$ cat config.mk
export PLATFORM = sky130hd
export DESIGN_NAME = tmz_timer
export DESIGN_NICKNAME = d
export VERILOG_FILES = /design/src/hw/tmz_pkg.sv /design/src/hw/tmz_timer.sv
export SDC_FILE = /design/constraint.sdc
export NUM_CORES = 1
export LEC_CHECK = 0
export BUFFER_PORTS_ARGS = -buffer_cell sky130_fd_sc_hd__buf_2
export CAP_MARGIN = 20
export CORE_MARGIN = 2
export CORE_UTILIZATION = 51
export DETAILED_ROUTE_END_ITERATION = 12
export PLACE_DENSITY = 0.86
export SLEW_MARGIN = 10
export SYNTH_ARGS = -nofsm -noshare
export SYNTH_HDL_FRONTEND = slang
export SYNTH_SLANG_ARGS = --single-unit
$ cat constraint.sdc
create_clock -name clk -period 1.3 [get_ports clk]
set_input_delay 0.13 -clock clk [delete_from_list [all_inputs] [get_ports clk]]
set_output_delay 0.13 -clock clk [all_outputs]
set_load 0.01 [all_outputs]
$ cat src/hw/tmz_pkg.sv
package tmz_pkg;
  localparam logic [7:0] COUNT_ADDR  = 8'h01;
  localparam logic [7:0] INTC_ADDR   = 8'h0B;
  localparam logic [7:0] OPT_ADDR    = 8'h81;
  localparam logic [7:0] COUNT_RESET = 8'h00;
  localparam logic [7:0] INTC_RESET  = 8'h00;
  localparam logic [7:0] OPT_RESET   = 8'hFF;
  localparam logic [7:0] COUNT_MAX   = 8'hFF;
  localparam int FLAG_BIT = 2;
  localparam int EN_BIT   = 5;
  localparam int CS_BIT   = 5;
  localparam int EDGE_BIT = 4;
  localparam int PSA_BIT  = 3;
  localparam int RATE_LSB = 0;
  localparam int RATE_W   = 3;
  localparam logic [1:0] INHIBIT_CYCLES = 2'h2;
  localparam logic [1:0] PHASE_SECOND   = 2'h1;
  localparam logic [1:0] PHASE_FOURTH   = 2'h3;
endpackage

$ cat src/hw/tmz_timer.sv
// Added by the designer: the strobed register port.
`timescale 1ns/1ps
`default_nettype none
module tmz_timer (
  input  wire logic                  clk,
  input  wire logic                  rstn,
  input  wire logic [7:0]            reg_addr,
  input  wire logic [7:0]            reg_wdata,
  input  wire logic                  reg_wr,
  input  wire logic                  reg_rd,
  output logic      [7:0]            reg_rdata,
  input  wire logic                  ext_count_input,
  input  wire logic                  sleep_mode,
  input  wire logic                  watchdog_clear_instr,
  input  wire logic                  wdt_tick,
  output logic                       wdt_postscaled,
  output logic                       irq
);
  import tmz_pkg::*;

  logic       rst_s1;
  logic       rst_n;
  logic       ext_s1;
  logic       ext_s2;
  logic       ext_lvl_d;
  logic [1:0] phase;
  logic [7:0] count_value;
  logic [7:0] option_config;
  logic       overflow_flag;
  logic       overflow_int_enable;
  logic [7:0] pre_cnt;
  logic [1:0] inhibit;
  logic       samp;

  // Reset released through two flops
  always_ff @(posedge clk or negedge rstn) begin
    if (!rstn) begin
      rst_s1 <= 1'b0;
      rst_n  <= 1'b0;
    end else begin
      rst_s1 <= 1'b1;
      rst_n  <= rst_s1;
    end
  end

  // Decode
  wire wr_cnt  = reg_wr && (reg_addr == COUNT_ADDR);
  wire wr_intc = reg_wr && (reg_addr == INTC_ADDR);
  wire wr_opt  = reg_wr && (reg_addr == OPT_ADDR);

  wire             clock_source_select = option_config[CS_BIT];
  wire             count_edge_select   = option_config[EDGE_BIT];
  wire             prescaler_assign    = option_config[PSA_BIT];
  wire [RATE_W-1:0] prescale_rate      = option_config[RATE_LSB +: RATE_W];

  // Four clocks per instruction cycle, one per phase
  wire instr_tick  = (phase == PHASE_FOURTH);
  wire sample_now  = (phase == PHASE_SECOND) || (phase == PHASE_FOURTH);

  // Edge select inverts the pin so the chosen edge is always a rise
  wire ext_lvl  = ext_s2 ^ count_edge_select;
  wire ext_edge = ext_lvl && !ext_lvl_d;

  // Prescaler output: divided tap, or when not assigned the pin level in counter mode and zero in timer mode
  wire pre_out = !prescaler_assign ? pre_cnt[prescale_rate] :
                 (clock_source_select ? ext_lvl : 1'b0);
  wire samp_rise = sample_now && pre_out && !samp;

  // Only timer mode without prescaler bypasses the sampler
  wire direct_path = !clock_source_select && prescaler_assign;
  wire inc_src     = direct_path ? instr_tick : samp_rise;
  wire count_inc   = !sleep_mode && (inhibit == 2'h0) && inc_src && !wr_cnt;

  // Shared prescaler input and clears
  wire pre_in = prescaler_assign ? wdt_tick :
                (!sleep_mode && (clock_source_select ? ext_edge : instr_tick));
  wire pre_clr = (wr_cnt && !prescaler_assign) ||
                 (watchdog_clear_instr && prescaler_assign);
  wire [7:0] next_pre = pre_clr ? 8'h00 : 8'(pre_cnt + {7'h00, pre_in});

  // Watchdog postscaler fires every 2^rate ticks
  wire [7:0] post_mask   = 8'((8'h01 << prescale_rate) - 8'h01);
  wire       post_hit    = wdt_tick && ((pre_cnt & post_mask) == post_mask);
  wire       next_wdt    = prescaler_assign ? post_hit : wdt_tick;

  wire [7:0] next_count = wr_cnt ? reg_wdata :
                          8'(count_value + {7'h00, count_inc});
  wire [1:0] next_inhibit = wr_cnt ? INHIBIT_CYCLES :
                            ((instr_tick && inhibit != 2'h0) ? 2'(inhibit - 2'h1) : inhibit);

  // Set wins over a same-cycle write-one clear
  wire ovf_set   = count_inc && (count_value == COUNT_MAX);
  wire ovf_clr   = wr_intc && reg_wdata[FLAG_BIT];
  wire next_flag = ovf_set || (overflow_flag && !ovf_clr);
  wire next_en   = wr_intc ? reg_wdata[EN_BIT] : overflow_int_enable;

  wire [7:0] intc_view = (8'h01 << FLAG_BIT) & {8{overflow_flag}} |
                         (8'h01 << EN_BIT) & {8{overflow_int_enable}};
  wire [7:0] rd_mux = (reg_addr == COUNT_ADDR) ? count_value :
                      (reg_addr == INTC_ADDR)  ? intc_view :
                      (reg_addr == OPT_ADDR)   ? option_config : 8'h00;

  // Pin synchroniser; first flop feeds only the second
  always_ff @(posedge clk or negedge rst_n) begin
    if (!rst_n) begin
      ext_s1    <= 1'b0;
      ext_s2    <= 1'b0;
      // Idle low pin reads high under the reset edge select; avoids a false edge
      ext_lvl_d <= OPT_RESET[EDGE_BIT];
    end else begin
      ext_s1    <= ext_count_input;
      ext_s2    <= ext_s1;
      ext_lvl_d <= ext_lvl;
    end
  end

  always_ff @(posedge clk or negedge rst_n) begin
    if (!rst_n) begin
      phase <= 2'h0;
      samp  <= OPT_RESET[EDGE_BIT];
    end else begin
      phase <= 2'(phase + 2'h1);
      if (sample_now) begin
        samp <= pre_out;
      end
    end
  end

  always_ff @(posedge clk or negedge rst_n) begin
    if (!rst_n) begin
      count_value <= COUNT_RESET;
      inhibit     <= 2'h0;
      pre_cnt     <= 8'h00;
    end else begin
      count_value <= next_count;
      inhibit     <= next_inhibit;
      pre_cnt     <= next_pre;
    end
  end

  always_ff @(posedge clk or negedge rst_n) begin
    if (!rst_n) begin
      option_config       <= OPT_RESET;
      overflow_flag       <= INTC_RESET[FLAG_BIT];
      overflow_int_enable <= INTC_RESET[EN_BIT];
    end else begin
      if (wr_opt) begin
        option_config <= reg_wdata;
      end
      overflow_flag       <= next_flag;
      overflow_int_enable <= next_en;
    end
  end

  always_ff @(posedge clk or negedge rst_n) begin
    if (!rst_n) begin
      reg_rdata      <= 8'h00;
      irq            <= 1'b0;
      wdt_postscaled <= 1'b0;
    end else begin
      reg_rdata      <= reg_rd ? rd_mux : 8'h00;
      irq            <= next_flag && next_en;
      wdt_postscaled <= next_wdt;
    end
  end

  // Cycles since the last count write, saturating; only the checks read it
  logic [3:0] since_wr;
  always_ff @(posedge clk or negedge rst_n) begin
    if (!rst_n) begin
      since_wr <= 4'hF;
    end else if (wr_cnt) begin
      since_wr <= 4'h1;
    end else if (since_wr != 4'hF) begin
      since_wr <= 4'(since_wr + 4'h1);
    end
  end
endmodule
`default_nettype wire

==> results.sh <==
export IMPL_status="finished with violations"
export IMPL_violations="negative setup slack"
export IMPL_area_growth_synth_to_final_pct=41.6
export IMPL_pre_cts_slack_ns=-0.762
export IMPL_netSwitchingPower_mw=1.17
export IMPL_rows=24
export IMPL_power_density_nw_per_um2=1180
export IMPL_cts_buffers=5
export IMPL_path_clk_slew_ns=0.08
export IMPL_die_area_sq_um=4950
export IMPL_ys_flop_type="dfrtp_1"
export IMPL_p_int_mw=2.57
export IMPL_die_w_um=70.3
export IMPL_crit_fanout=7
export IMPL_hpwlAfterDp_mm=3.92
export IMPL_ant_nets=0
export IMPL_path_buf_inv=0
export IMPL_grt_overflow=0
export IMPL_cp_slowest_cell="dfstp_2"
export IMPL_ys_top_cells_by_area="dfrtp_1 (40%), dfstp_2 (12%), nor2_1 (5.2%), mux2_2 (5.0%), mux2i_1 (4.5%)"
export IMPL_fmax_ghz=0.461
export IMPL_place_area_sq_um=2890
export IMPL_syn_area_sq_um=2240
export IMPL_p_leak_nw=1.51
export IMPL_grt_usage=0.242
export IMPL_ios=34
export IMPL_syn_inst=209
export IMPL_seq_power_share=0.495
export IMPL_worst_path_most_repeated_cell="ha_4"
export IMPL_routedWlPerCell_um=17.5
export IMPL_hp_class="in2reg"
export IMPL_cts_max_path_buffers=2
export IMPL_ys_types=45
export IMPL_mostFrequentLayoutCell="buf_4"
export IMPL_numPlacedInstances=336
export IMPL_ys_seq_area_frac=0.518
export IMPL_cp_end_kind="flip-flop"
export IMPL_synth_edf_count=0
export IMPL_fin_total_pwr_mw=3.74
export IMPL_finalHoldViolCount=0
export IMPL_ys_ff_latch=46
export IMPL_diodes=0
export IMPL_switching_share=0.312
export IMPL_p_clk_frac=0.224
export IMPL_antenna_found_initial=0
export IMPL_ys_warn_count=0
export IMPL_clock_skew_ns=0.00988
export IMPL_crit_type="reg2reg"
export IMPL_nets=326
export IMPL_syn_area_per_cell_sq_um=10.7
export IMPL_final_cell_mix="buf_4 (44), dfrtp_1 (35), buf_2 (33)"
export IMPL_period_share=1.67
export IMPL_gp_congestion=0.829
export IMPL_grt_max_degree=45
export IMPL_die_h_um=70.3
export IMPL_vias=1918
export IMPL_drtIter0Drc=175
export IMPL_drt_pass1_iter_count=4
export IMPL_async_flop_share=1.00
export IMPL_synth_largest_area_cell="dfrtp_1"
export IMPL_cts_sinks=46
export IMPL_path_cells="mux2_4, a2bb2oi_4, nand4_1, o21ai_2, ha_4, ha_4, nand3_2, xor2_2, a21oi_1"
export IMPL_vias_per_cell=5.51
export IMPL_setup_viol=20
export IMPL_finalCriticalPeriod_ns=2.17
export IMPL_io_buffers=33
export IMPL_rsz0062_at_grt="yes"
export IMPL_drv_cap=0
export IMPL_worst_skew_pair_late_latency_ns=0.30
export IMPL_multi_input_area_sq_um=1240
export IMPL_finish_utilization=0.740
export IMPL_cp_arrival_ns=2.35
export IMPL_h_tree_depth=2
export IMPL_grt_pass1_vias=1964
export IMPL_hold_ws_ns=0.0815
export IMPL_placeableCoreArea_sq_um=4290
export IMPL_cts_tree="built"
export IMPL_grt_pass1_wl_mm=9.15
export IMPL_setup_ws_ns=-0.868
export IMPL_comb_power_share=0.281
export IMPL_max_vdd_ir_drop_uv=579
export IMPL_slew_violations=0
export IMPL_synth_top_cell_area_share=0.401
export IMPL_fin_area_sq_um=3180
export IMPL_synth_nets=240
export IMPL_required_ns=1.48
export IMPL_remaining_drc_errors=0
export IMPL_ctsRootBufferMaster="clkbuf_8"
export IMPL_initial_utilization=0.523
export IMPL_final_cells=348
export IMPL_regArea_sq_um=1160
export IMPL_drive_gt1_frac=0.497
export IMPL_wirelength_mm=6.09
export IMPL_setup_tns_ns=-12.31
export IMPL_nFillCells=276
export IMPL_start_kind="flip-flop"
export IMPL_critPathTopFamily="flip-flops"
export IMPL_max_stage_delay_ns=0.65
[layer usage]
layer	wire, um	GRT usage	up-vias
li1	-	-	887
met1	2380	0.271	932
met2	3200	0.422	78
met3	319	0.0635	21
met4	196	0.122	0
met5	0	0	-
[power by group through the flow]
| stage | clock network (mW) | logic (mW) | registers (mW) |
|---|---|---|---|
| after floorplan | 0 | 0.430 | 1.84 |
| after global placement | 0 | 0.833 | 1.81 |
| after detailed placement | 0 | 0.887 | 1.82 |
| after CTS | 0.848 | 0.955 | 1.82 |
| after global routing | 0.917 | 1.14 | 1.87 |
| final | 0.836 | 1.05 | 1.85 |
[cells in the mapped netlist (3+ instances only)]
library cell	count
mux2_2	10
nor2_1	31
nor2b_1	4
nand2_1	15
xor2_1	6
dfrtp_1	36
mux2i_1	10
dfstp_2	10
clkbuf_1	3
ha_1	7
o21ai_0	5
a21oi_1	9
xnor2_1	8
inv_1	11
nand3_1	8
[registers in the layout, summed over array words and instances (netlist names), 2 cells and up]
| name | cells |
|---|---|
| count_value | 8 |
| option_config | 8 |
| pre_cnt | 8 |
| reg_rdata | 8 |
| inhibit | 2 |
| phase | 2 |
[path summary, 6_finish.rpt]
kind / from / endpoint / slack (ns) / depth (start not counted)
setup / recovery: option_config[0] / count_value[6] / -0.87 / 9
hold / removal: reg_wdata[1] / count_value[1] / 0.08 / 2
setup reg to reg: option_config[0] / count_value[6] / -0.87 / 9
max in group asynchronous: rst_n / option_config[6] / 0.78 / 1
min in group asynchronous: rstn / rst_s1 / 0.14 / 2
hold reg to reg: rst_n / pre_cnt[2] / 0.25 / 1
[cells by family (layout without fill, tap and decap cells)]
| kind of cell | after synthesis | after routing | synth area share |
|---|---|---|---|
| xor gates and xnor gates | 14 | 14 | 0.0546 |
| muxes | 21 | 21 | 0.101 |
| AOI/OAI and AO/OA | 31 | 31 | 0.0903 |
| other | 1 | 1 | 0.00167 |
| and+or+nand+nor | 73 | 73 | 0.167 |
| DFF | 46 | 46 | 0.518 |
| buffers and inverters | 16 | 103 | 0.0273 |
| adders and majority gates | 7 | 7 | 0.0390 |
[area by class of cell]
class                           count  share of cell area
Tap cell                           52              0.0205
Timing Repair Buffer               84               0.183
Inverter                           11              0.0138
Multi-Input combinational cell    147               0.391
Sequential cell                    46               0.367
Clock buffer                        8              0.0252
[timing repair]
| item | 4_1_cts | 5_1_grt |
|---|---|---|
| hold endpoints to repair | 3 | 0 |
| buffers inserted | 6 | 0 |
| setup endpoints to repair | 22 | 22 |
| gates resized for setup | 24 | 16 |
| hold buffers | 2 | 0 |
| pin swaps | 23 | 11 |
[worst reg2reg max path: stages, from the launching register on]
cell	delay [ns]
dfstp_2	0.65
mux2_4	0.34
a2bb2oi_4	0.15
nand4_1	0.10
o21ai_2	0.10
ha_4	0.20
ha_4	0.19
nand3_2	0.08
xor2_2	0.16
a21oi_1	0.08
Power figures use the tool's default switching activity.
